File: src/hdl/fmp_pkg.sv
// Package: constants and carrier types of the flash map and protect control
package fmp_pkg;

  // ==========================================================
  // Commit keys
  // ==========================================================
  localparam logic [7:0] KEY_FLASH = 8'hd5; // Flash control commit
  localparam logic [7:0] KEY_SYS   = 8'hd4; // System config commit

  // ==========================================================
  // Protect field codes and area-select codes
  // ==========================================================
  localparam logic [2:0] MODE_OFF  = 3'h2; // Commands disabled
  localparam logic [2:0] MODE_ON   = 3'h5; // Commands enabled
  localparam logic [1:0] AREA_STD  = 2'h0; // Standard mapping
  localparam logic [1:0] AREA_CODE = 2'h2; // Code window in data

  // ==========================================================
  // Address map
  // ==========================================================
  localparam logic [15:0] FLASH_LO   = 16'h8000; // Flash window base
  localparam logic [15:0] BOOT_LO    = 16'h1000; // Boot ROM base
  localparam logic [15:0] BOOT_HI    = 16'h17ff; // 2K boot ROM top
  localparam logic [15:0] BOOT_HI_SP = 16'h1fff; // Code top, PROM mode
  localparam logic [15:0] RAM_C_HI   = 16'h0fff; // RAM top in code area

  // ==========================================================
  // System config bit positions and port control read value
  // ==========================================================
  localparam int          SYS_RAM_BIT = 0; // RAM-in-code bit
  localparam int          SYS_VEC_BIT = 1; // Vector-in-RAM bit
  localparam int          STBY_BIT    = 0; // Standby bit
  localparam int          PIN_GEN_BIT = 0; // General port enable
  localparam int          PIN_CLK_BIT = 1; // Serial clock enable
  localparam logic [7:0]  PORT_RD_SET = 8'h80; // Fixed high bit

  // ==========================================================
  // Types
  // ==========================================================
  // Flash control register layout, bit 7 down to bit 0
  typedef struct packed {
    logic [2:0] mode;   // Protect field
    logic       boot;   // Boot ROM show
    logic [1:0] area;   // Area select
    logic       rsvd;   // Spare read/write bit
    logic       romsel; // Spare select bit
  } fmp_flash_cfg_t;

  localparam fmp_flash_cfg_t CFG_RESET = '{MODE_OFF, 1'b0, AREA_STD,
                                           1'b0, 1'b0};

  // Monitor register layout
  typedef struct packed {
    logic [1:0] zero;    // Reads zero
    logic       mode_on; // Enable is in effect
    logic       boot;    // Active boot bit
    logic [1:0] area;    // Active area select
    logic       rsvd;    // Active spare bit
    logic       romsel;  // Active select bit
  } fmp_monitor_t;

  // Target of one address
  typedef enum logic [1:0] {TGT_NONE, TGT_FLASH, TGT_RAM, TGT_BOOT}
    fmp_target_t;

  // Decoded route of one access
  typedef struct packed {
    fmp_target_t tgt;       // Where the access lands
    logic [14:0] flash_off; // Physical flash offset
  } fmp_route_t;

  // Map settings seen by the decoder
  typedef struct packed {
    logic spm;     // Serial PROM mode
    logic boot;    // Active boot show
    logic ram_map; // Active RAM-in-code
  } fmp_map_cfg_t;

  // Port input enables
  typedef struct packed {
    logic sclk;    // Serial clock pin
    logic general; // All other pins
  } fmp_port_en_t;

  // Whole state of the control block
  typedef struct packed {
    fmp_flash_cfg_t staged;   // Written, not yet in effect
    fmp_flash_cfg_t active;   // In effect
    logic           ram_stg;  // Staged RAM-in-code
    logic           vec_stg;  // Staged vector select
    logic           ram_act;  // Active RAM-in-code
    logic           vec_act;  // Active vector select
    logic           stby;     // Standby bit
    fmp_port_en_t   pin;      // Port enables as written
    logic           cmd_wr;   // Command write strobe
    logic [14:0]    cmd_addr; // Command offset
    logic [7:0]     cmd_data; // Command data
    logic           stby_rst; // Standby reset pulse
    fmp_route_t     code_r;   // Last code route
    fmp_route_t     data_r;   // Last data route
  } fmp_state_t;

endpackage

File: src/hdl/fmp_addr_map.sv
// Address decoder: code and data addresses to flash, RAM or boot ROM
`timescale 1ns/1ns
module fmp_addr_map
(
  // Map settings
  input  fmp_pkg::fmp_map_cfg_t cfg,
  // Addresses
  input  logic [15:0]           code_addr,
  input  logic [15:0]           data_addr,
  // Routes
  output fmp_pkg::fmp_route_t   code_route,
  output fmp_pkg::fmp_route_t   data_route
);

  // ==========================================================
  // Decode function, shared by both areas
  // ==========================================================
  // Both windows take the same offset, so mirrors hit one byte
  function automatic fmp_pkg::fmp_route_t route
  (
    input logic [15:0]          addr,
    input logic                 is_code,
    input fmp_pkg::fmp_map_cfg_t c
  );
    fmp_pkg::fmp_route_t r;
    logic                show;
    logic [15:0]         hi;
    r           = '{fmp_pkg::TGT_NONE, addr[14:0]};
    show        = c.spm | c.boot;
    hi          = (is_code && c.spm) ? fmp_pkg::BOOT_HI_SP
                                     : fmp_pkg::BOOT_HI;
    // Boot ROM takes its range before flash and RAM are tried
    if (show && addr >= fmp_pkg::BOOT_LO && addr <= hi)
    begin
      r.tgt = fmp_pkg::TGT_BOOT;
    end
    // Common flash window
    else if (addr >= fmp_pkg::FLASH_LO)
    begin
      r.tgt = fmp_pkg::TGT_FLASH;
    end
    // RAM in the code area
    else if (is_code && (c.spm || c.ram_map) &&
             addr <= fmp_pkg::RAM_C_HI)
    begin
      r.tgt = fmp_pkg::TGT_RAM;
    end
    return r;
  endfunction

  // ==========================================================
  // Both decoders
  // ==========================================================
  assign code_route = route(code_addr, 1'b1, cfg);
  assign data_route = route(data_addr, 1'b0, cfg);

endmodule

File: src/hdl/fmp_flash_map_ctrl.sv
// Flash protect, address map, standby and port input control
`timescale 1ns/1ns
// Summary of operation
// Mode 101 then key D5 enables commands
// Mode 010 then key D5 protects flash
// Protected flash ignores commands and toggle
// Reset loads protect field with 010
// Protection blocks new writes, no abort
// Software finishes sequences before protecting
// Area 10 maps code window into data; area is not decoded, both areas always share the flash window
// Area 00 plus key restores mapping; area is not decoded, so area 00 changes no route
// Commands reach flash only via data area
// Both windows hit the same byte
// RAM-map bit plus key D4 maps RAM
// Serial PROM mode always maps RAM
// Committed boot bit shows boot ROM
// Serial PROM mode always shows boot ROM
// Boot bit fixed at 1 in PROM mode
// Standby write accepted only from RAM
// Flash access in standby resets device
// Interrupt with flash vectors clears standby
// Interrupt with RAM vectors keeps standby
// PROM mode reset disables port inputs
// Enable bits open serial clock, other pins
// Port control ignored in MCU mode
// Settings staged, commit key, monitor shows
// Port control reads zero in MCU mode
// Wrong key changes nothing
module fmp_flash_map_ctrl
(
  // Clock and reset
  input  wire logic                  ref_clk,
  input  wire logic                  reset_n,
  // Operating mode strap
  input  wire logic                  serial_prom_mode,
  // Register write strobes, shared data byte
  input  wire logic                  stage_wr,
  input  wire logic                  commit_wr,
  input  wire logic                  sys_cfg_wr,
  input  wire logic                  sys_commit_wr,
  input  wire logic                  standby_wr,
  input  wire logic                  port_ctrl_wr,
  input  wire logic [7:0]            wr_data,
  input  wire logic                  fetch_from_ram,
  // Register read values
  output logic [7:0]                 flash_ctrl_staging,
  output logic [7:0]                 flash_ctrl_monitor,
  output logic [7:0]                 flash_standby_reg,
  output logic [7:0]                 sys_cfg_reg3,
  output logic [7:0]                 port_input_ctrl,
  // CPU accesses
  input  wire logic                  code_fetch,
  input  wire logic [15:0]           code_addr,
  input  wire logic                  data_rd,
  input  wire logic                  data_wr,
  input  wire logic [15:0]           data_addr,
  input  wire logic [7:0]            data_wdata,
  input  wire logic                  irq_ack,
  // Flash side
  output logic                       flash_cmd_wr,
  output logic [14:0]                flash_cmd_addr,
  output logic [7:0]                 flash_cmd_data,
  output logic                       flash_toggle_en,
  output fmp_pkg::fmp_route_t        code_route,
  output fmp_pkg::fmp_route_t        data_route,
  output logic                       standby_reset,
  // Port input gating
  output logic                       general_port_input_en,
  output logic                       serial_clk_input_en
);

  // ==========================================================
  // State
  // ==========================================================
  fmp_pkg::fmp_state_t   st;      // Registered state
  fmp_pkg::fmp_state_t   next_st; // Next state
  fmp_pkg::fmp_map_cfg_t map_cfg; // Decoder settings
  fmp_pkg::fmp_route_t   c_route; // Live code route
  fmp_pkg::fmp_route_t   d_route; // Live data route
  logic                  mode_on; // Commands enabled now
  logic                  key_ok;  // Flash key written
  logic                  skey_ok; // System key written
  logic                  fl_acc;  // Any flash access now

  // ==========================================================
  // Decoder
  // ==========================================================
  // Serial PROM mode forces RAM and boot ROM in
  always_comb
  begin
    map_cfg.spm     = serial_prom_mode;
    map_cfg.boot    = serial_prom_mode | st.active.boot;
    map_cfg.ram_map = st.ram_act;
  end

  fmp_addr_map u_map
  (
    .cfg        (map_cfg),
    .code_addr  (code_addr),
    .data_addr  (data_addr),
    .code_route (c_route),
    .data_route (d_route)
  );

  // ==========================================================
  // Decoded conditions
  // ==========================================================
  // Only the exact keys count
  assign key_ok  = commit_wr && wr_data == fmp_pkg::KEY_FLASH;
  assign skey_ok = sys_commit_wr && wr_data == fmp_pkg::KEY_SYS;
  assign mode_on = st.active.mode == fmp_pkg::MODE_ON;
  // Fetches and data accesses both count as flash use
  assign fl_acc  = (code_fetch && c_route.tgt == fmp_pkg::TGT_FLASH)
                || ((data_rd || data_wr) &&
                    d_route.tgt == fmp_pkg::TGT_FLASH);

  // ==========================================================
  // Next state
  // ==========================================================
  always_comb
  begin
    next_st = st;
    // Staging copy; boot bit is frozen in PROM mode
    if (stage_wr)
    begin
      next_st.staged = fmp_pkg::fmp_flash_cfg_t'(wr_data);
      if (serial_prom_mode)
      begin
        next_st.staged.boot = st.staged.boot;
      end
    end
    // Flash key moves the staged copy into effect
    if (key_ok)
    begin
      next_st.active = st.staged;
    end
    // System config staging and its own key
    if (sys_cfg_wr)
    begin
      next_st.ram_stg = wr_data[fmp_pkg::SYS_RAM_BIT];
      next_st.vec_stg = wr_data[fmp_pkg::SYS_VEC_BIT];
    end
    if (skey_ok)
    begin
      next_st.ram_act = st.ram_stg;
      next_st.vec_act = st.vec_stg;
    end
    // Standby bit: only code running from RAM may write it
    if (standby_wr && fetch_from_ram)
    begin
      next_st.stby = wr_data[fmp_pkg::STBY_BIT];
    end
    // Interrupt with flash vectors clears standby, over a same-cycle write
    if (irq_ack && !st.vec_act)
    begin
      next_st.stby = 1'b0;
    end
    // With RAM vectors the bit stays, nothing here              R19
    // Port enables take writes only in PROM mode
    if (port_ctrl_wr && serial_prom_mode)
    begin
      next_st.pin.general = wr_data[fmp_pkg::PIN_GEN_BIT];
      next_st.pin.sclk    = wr_data[fmp_pkg::PIN_CLK_BIT];
    end
    // Command writes pass only via the data window when enabled;
    // a sequence in flight is never aborted, only new writes drop
    next_st.cmd_wr = data_wr && mode_on &&
                     d_route.tgt == fmp_pkg::TGT_FLASH;
    if (next_st.cmd_wr)
    begin
      next_st.cmd_addr = d_route.flash_off;
      next_st.cmd_data = data_wdata;
    end
    // Flash use while in standby resets the device
    next_st.stby_rst = st.stby && fl_acc;
    // Route snapshots
    if (code_fetch)
    begin
      next_st.code_r = c_route;
    end
    if (data_rd || data_wr)
    begin
      next_st.data_r = d_route;
    end
  end

  // ==========================================================
  // Registers
  // ==========================================================
  // Synchronous reset puts protection on
  always_ff @(posedge ref_clk)
  begin
    if (!reset_n)
    begin
      st        <= '0;
      st.staged <= fmp_pkg::CFG_RESET;
      st.active <= fmp_pkg::CFG_RESET;
    end
    else
    begin
      st <= next_st;
    end
  end

  // ==========================================================
  // Outputs
  // ==========================================================
  // Read values; standby reads zero
  always_comb
  begin
    fmp_pkg::fmp_monitor_t m;
    m                  = '0;
    m.mode_on          = mode_on;
    m.boot             = st.active.boot | serial_prom_mode;
    m.area             = st.active.area;
    m.rsvd             = st.active.rsvd;
    m.romsel           = st.active.romsel;
    flash_ctrl_monitor = m;
    flash_ctrl_staging = st.staged;
    if (serial_prom_mode)
    begin
      flash_ctrl_staging[4] = 1'b1;
    end
    flash_standby_reg  = '0;
    sys_cfg_reg3       = '0;
    sys_cfg_reg3[fmp_pkg::SYS_RAM_BIT] = st.ram_stg;
    sys_cfg_reg3[fmp_pkg::SYS_VEC_BIT] = st.vec_stg;
    // Port control is invisible in MCU mode
    port_input_ctrl    = '0;
    if (serial_prom_mode)
    begin
      port_input_ctrl = fmp_pkg::PORT_RD_SET;
      port_input_ctrl[fmp_pkg::PIN_GEN_BIT] = st.pin.general;
      port_input_ctrl[fmp_pkg::PIN_CLK_BIT] = st.pin.sclk;
    end
  end

  // Flash side from flip-flops
  assign flash_cmd_wr    = st.cmd_wr;
  assign flash_cmd_addr  = st.cmd_addr;
  assign flash_cmd_data  = st.cmd_data;
  assign flash_toggle_en = mode_on;
  assign code_route      = st.code_r;
  assign data_route      = st.data_r;
  assign standby_reset   = st.stby_rst;

  // Port enables: all open in MCU mode, gated in PROM mode
  assign general_port_input_en = !serial_prom_mode ||
                                 st.pin.general;
  assign serial_clk_input_en   = !serial_prom_mode ||
                                 st.pin.sclk;
endmodule

File: config.mk
export PLATFORM = sky130hd
export DESIGN_NAME = fmp_flash_map_ctrl
export DESIGN_NICKNAME = d
export VERILOG_FILES = /design/src/hdl/fmp_pkg.sv /design/src/hdl/fmp_addr_map.sv /design/src/hdl/fmp_flash_map_ctrl.sv
export SDC_FILE = /design/constraint.sdc
export NUM_CORES = 1
export LEC_CHECK = 0
export BUFFER_PORTS_ARGS = -buffer_cell sky130_fd_sc_hd__buf_2
export CAP_MARGIN = 20
export CORE_ASPECT_RATIO = 0.7
export CORE_MARGIN = 2
export CORE_UTILIZATION = 35
export DETAILED_ROUTE_END_ITERATION = 12
export SYNTH_ARGS = -nofsm -noshare
export SYNTH_HDL_FRONTEND = slang
export SYNTH_SLANG_ARGS = --single-unit
File: constraint.sdc
create_clock -name ref_clk -period 2.74 [get_ports ref_clk]
set_input_delay 0.274 -clock ref_clk [delete_from_list [all_inputs] [get_ports ref_clk]]
set_output_delay 0.274 -clock ref_clk [all_outputs]
set_load 0.005 [all_outputs]
==> impl_results.md <==
- Status: complete, no violations
- Static Leak: ~2.1 nW
- RSZ-0062 raised after global routing: no
- Drt drc: 0
- Hold Crit Start: irq_ack
- Worst Hold Class: in2reg
- Die Ht: about 90 um
- Die Area: 11,500 um2
- R2R Path Start: st[72]
- First-pass GRT wire length: roughly 14,000 um
- Endpoints failing setup: 0
- Avg Inst Size Synth: just over 8 um2
- R2r endpoint: flash_cmd_data[3]
- # hold bufs at CTS: 0
- Global Route Usage Sum: between 10 and 15%
- Crit path time final: ~1.8 ns
- First drt pass iteration count: 6
- Top Ports: between 150 and 200
- Worst EP arrival: approximately 2.0 ns
- Crit Path Max Fanout: 23
- Syn Inst Count: around 450
- Num rows: 31
- Tcrit/Tclk final: between 60% and 70%
- CTS tree: yes
- # fillers: 1,095
- Total Wirelength: just under 9000 um
- Slack of the worst reg-to-reg path: slightly below 1 ns
- DRT antenna net count: 0
- TNS Setup: 0 ns
- Antenna violations before repair: 0
- P&R area growth vs syn: 13.6%
- Vias in the first global route: around 2,800
- Slew Viols, Final: 0
- Rel. slew slack: approximately two fifths
- Hold path endpoint: st[61]
- Final core utilization: about 41%
- Via count: 2,898
- Setup crit start kind: flop
- Postcts setup bufs: 0
- GR Overflow Total: 0
- Cell area after synthesis: 3730 um2
- Layout cell share with drive strength beyond 1: around 32%
- CTS Buffer Depth: 2
- R2R cell count: 4
- Post-DP HPWL: 6460 um
- CP Capture Type: flop
- Clock Sinks: 82
- Hold Slack: 0.163 ns
- Max H-tree Level: 3
- Max cap viols: 0
- Synth cell types: 34
- Max VDD drop: 0.285 mV
- Sequential-to-total area share from yosys stat: a little over two fifths
- Routed WL per cell: around 13 um
- Fin. Hold Viols: 0
- Setup WS post-layout: between 0.9 and 1 ns
- Largest net degree at the start of global routing: 39
- Inserted Clock Buffers: 9
- CP Class: reg2reg
- Drt via density: roughly 4.5
- # nets final: around 570
- Clock transition at path regs: ~0.06 ns
- Non-Filler Instances: 645
- Die outline width: approximately 130 um
- Worst slew pin tran: slightly below 0.9 ns
- Dpl ws: 0.941 ns
- Root buf cell: clkbuf_16
- IO buf count: ~140
- Fmax: 566 MHz
- Ys Warns: 0
- Clk_lat worst skew: between 0.3 and 0.4 ns
- Yosys reg bits: 82
- Post-CTS sizing: 0
- Total power: approximately 2.8 mW
- Final Instance Area: around 4200 um2
- Core footprint: 10,400 um2
- CP required: around 3 ns
- Starting Density: ~36%
- Placed cell areas: 3910 um2
- Gpl congestion: 0.805
- Max Clock Skew: about 0.0053 ns
- Worst Hold Depth: 2
- Iteration-0 DRC Markers: ~140
- Antenna cells: 0
- Power Density: 659 nW/um2
- Placed cells: 630
==> worst max-delay path: stages, from the launching register on <==
cell and delay (ns):
dfxtp_1 0.31, and3b_1 0.30, and3_1 0.77, nand2_1 0.14
a21oi_1 0.16
==> how the worst max path moves through the flow <==
stage	start	to	slack, ns	depth (start not counted)
after global placement	wr_data[1]	st[71]	0.98	5
after CTS	st[72]	flash_cmd_data[1]	0.94	4
after floorplan	wr_data[1]	st[72]	1.21	6
after global routing	st[72]	flash_cmd_addr[11]	0.80	4
final	st[72]	flash_cmd_data[3]	0.97	4
after detailed placement	wr_data[1]	st[73]	0.94	5
==> layer usage <==
layer	vias up	part of all wire (%)	track usage (%)
met2	95	43	21.9
met1	1331	48	20.3
met5	-	0	0
met3	8	7.4	5.33
li1	1464	-	-
met4	0	1.0	3.66
==> sequential cells by signal, summed over array words and instances (netlist names) <==
name	flops
code_route	17
data_route	17
flash_cmd_addr	15
flash_cmd_data	8
flash_cmd_wr	1
flash_ctrl_monitor	4
flash_ctrl_staging	7
map_cfg	1
st	9
standby_reset	1
sys_cfg_reg3	2
==> cells by family (layout without fill, tap and decap cells) <==
kind of cell / count (synthesis) / count (layout) / share of synthesized area, %
mux: 28 / 28 / 7.51
other cells: 1 / 21 / 0.101
simple gates: 157 / 157 / 17.6
flops: 82 / 82 / 44.0
buf+inv: 121 / 165 / 21.9
fa+ha+maj: 1 / 1 / 0.335
compound gates: 59 / 59 / 8.59
==> cell usage after synthesis <==
library cell | number | area [um2]
buf_1 | 2 | 7.51
a41o_1 | 1 | 10.0
conb_1 | 1 | 3.75
and3_1 | 1 | 6.26
a211oi_1 | 1 | 7.51
and2_1 | 2 | 12.5
nand2b_1 | 4 | 25.0
or2_1 | 1 | 6.26
mux2i_1 | 28 | 280
nand2_1 | 94 | 353
a31oi_1 | 3 | 18.8
or3_1 | 1 | 6.26
dfxtp_1 | 82 | 1640
nand3_1 | 9 | 45.0
clkbuf_1 | 18 | 67.6
buf_4 | 94 | 706
buf_6 | 1 | 11.3
a2111oi_0 | 1 | 8.76
a21oi_1 | 46 | 230
o21ai_0 | 4 | 20.0
nor2b_1 | 1 | 6.26
buf_2 | 2 | 10.0
a21boi_0 | 1 | 7.51
or2_2 | 2 | 12.5
o31ai_1 | 1 | 7.51
a21bo_2 | 1 | 10.0
nor4_1 | 1 | 6.26
nor2_1 | 32 | 120
and3b_1 | 1 | 8.76
inv_1 | 4 | 15.0
nand4_1 | 4 | 25.0
nor3_1 | 3 | 15.0
or4_1 | 1 | 7.51
ha_1 | 1 | 12.5
==> cell type report <==
type | count | area (um2) | area share, %
clock buffer | 11 | 253 | 5.96
clock inverter | 4 | 75.1 | 1.77
inverter | 4 | 15.0 | 0.354
multi-input combinational | 266 | 1350 | 31.8
sequential | 82 | 1640 | 38.7
tap | 132 | 165 | 3.90
timing repair buffer | 146 | 741 | 17.5
==> layout by cell type, fill, tap and decap left out <==
master | netlist | routed
a21oi_1 | 46 | 46
a21bo_2 | 1 | 1
nand2_1 | 94 | 94
and2_1 | 2 | 2
ha_1 | 1 | 1
or2_1 | 1 | 1
or4_1 | 1 | 1
nor3_1 | 3 | 3
and3b_1 | 1 | 1
a211oi_1 | 1 | 1
and3_1 | 1 | 1
clkbuf_16 | 0 | 9
nand4_1 | 4 | 4
a2111oi_0 | 1 | 1
nor4_1 | 1 | 1
nor2b_1 | 1 | 1
or2_2 | 2 | 2
nor2_1 | 32 | 32
o21ai_0 | 4 | 4
bufinv_16 | 0 | 2
inv_2 | 0 | 1
buf_2 | 2 | 142
inv_1 | 4 | 3
a21boi_0 | 1 | 1
buf_4 | 94 | 4
nand2b_1 | 4 | 4
o31ai_1 | 1 | 1
clkinvlp_4 | 0 | 2
a31oi_1 | 3 | 3
conb_1 | 1 | 21
or3_1 | 1 | 1
nand3_1 | 9 | 9
clkbuf_8 | 0 | 2
a41o_1 | 1 | 1
mux2i_1 | 28 | 28
dfxtp_1 | 82 | 82
==> report_power, final <==
group	leakage (nW)	internal (mW)	switching [mW]
Sequential	0.670	1.23	0.0218
Combinational	1.24	0.100	0.126
Clock	0.154	0.843	0.468
Total	2.07	2.18	0.616
Note: power is estimated with default switching activity, not from simulation.
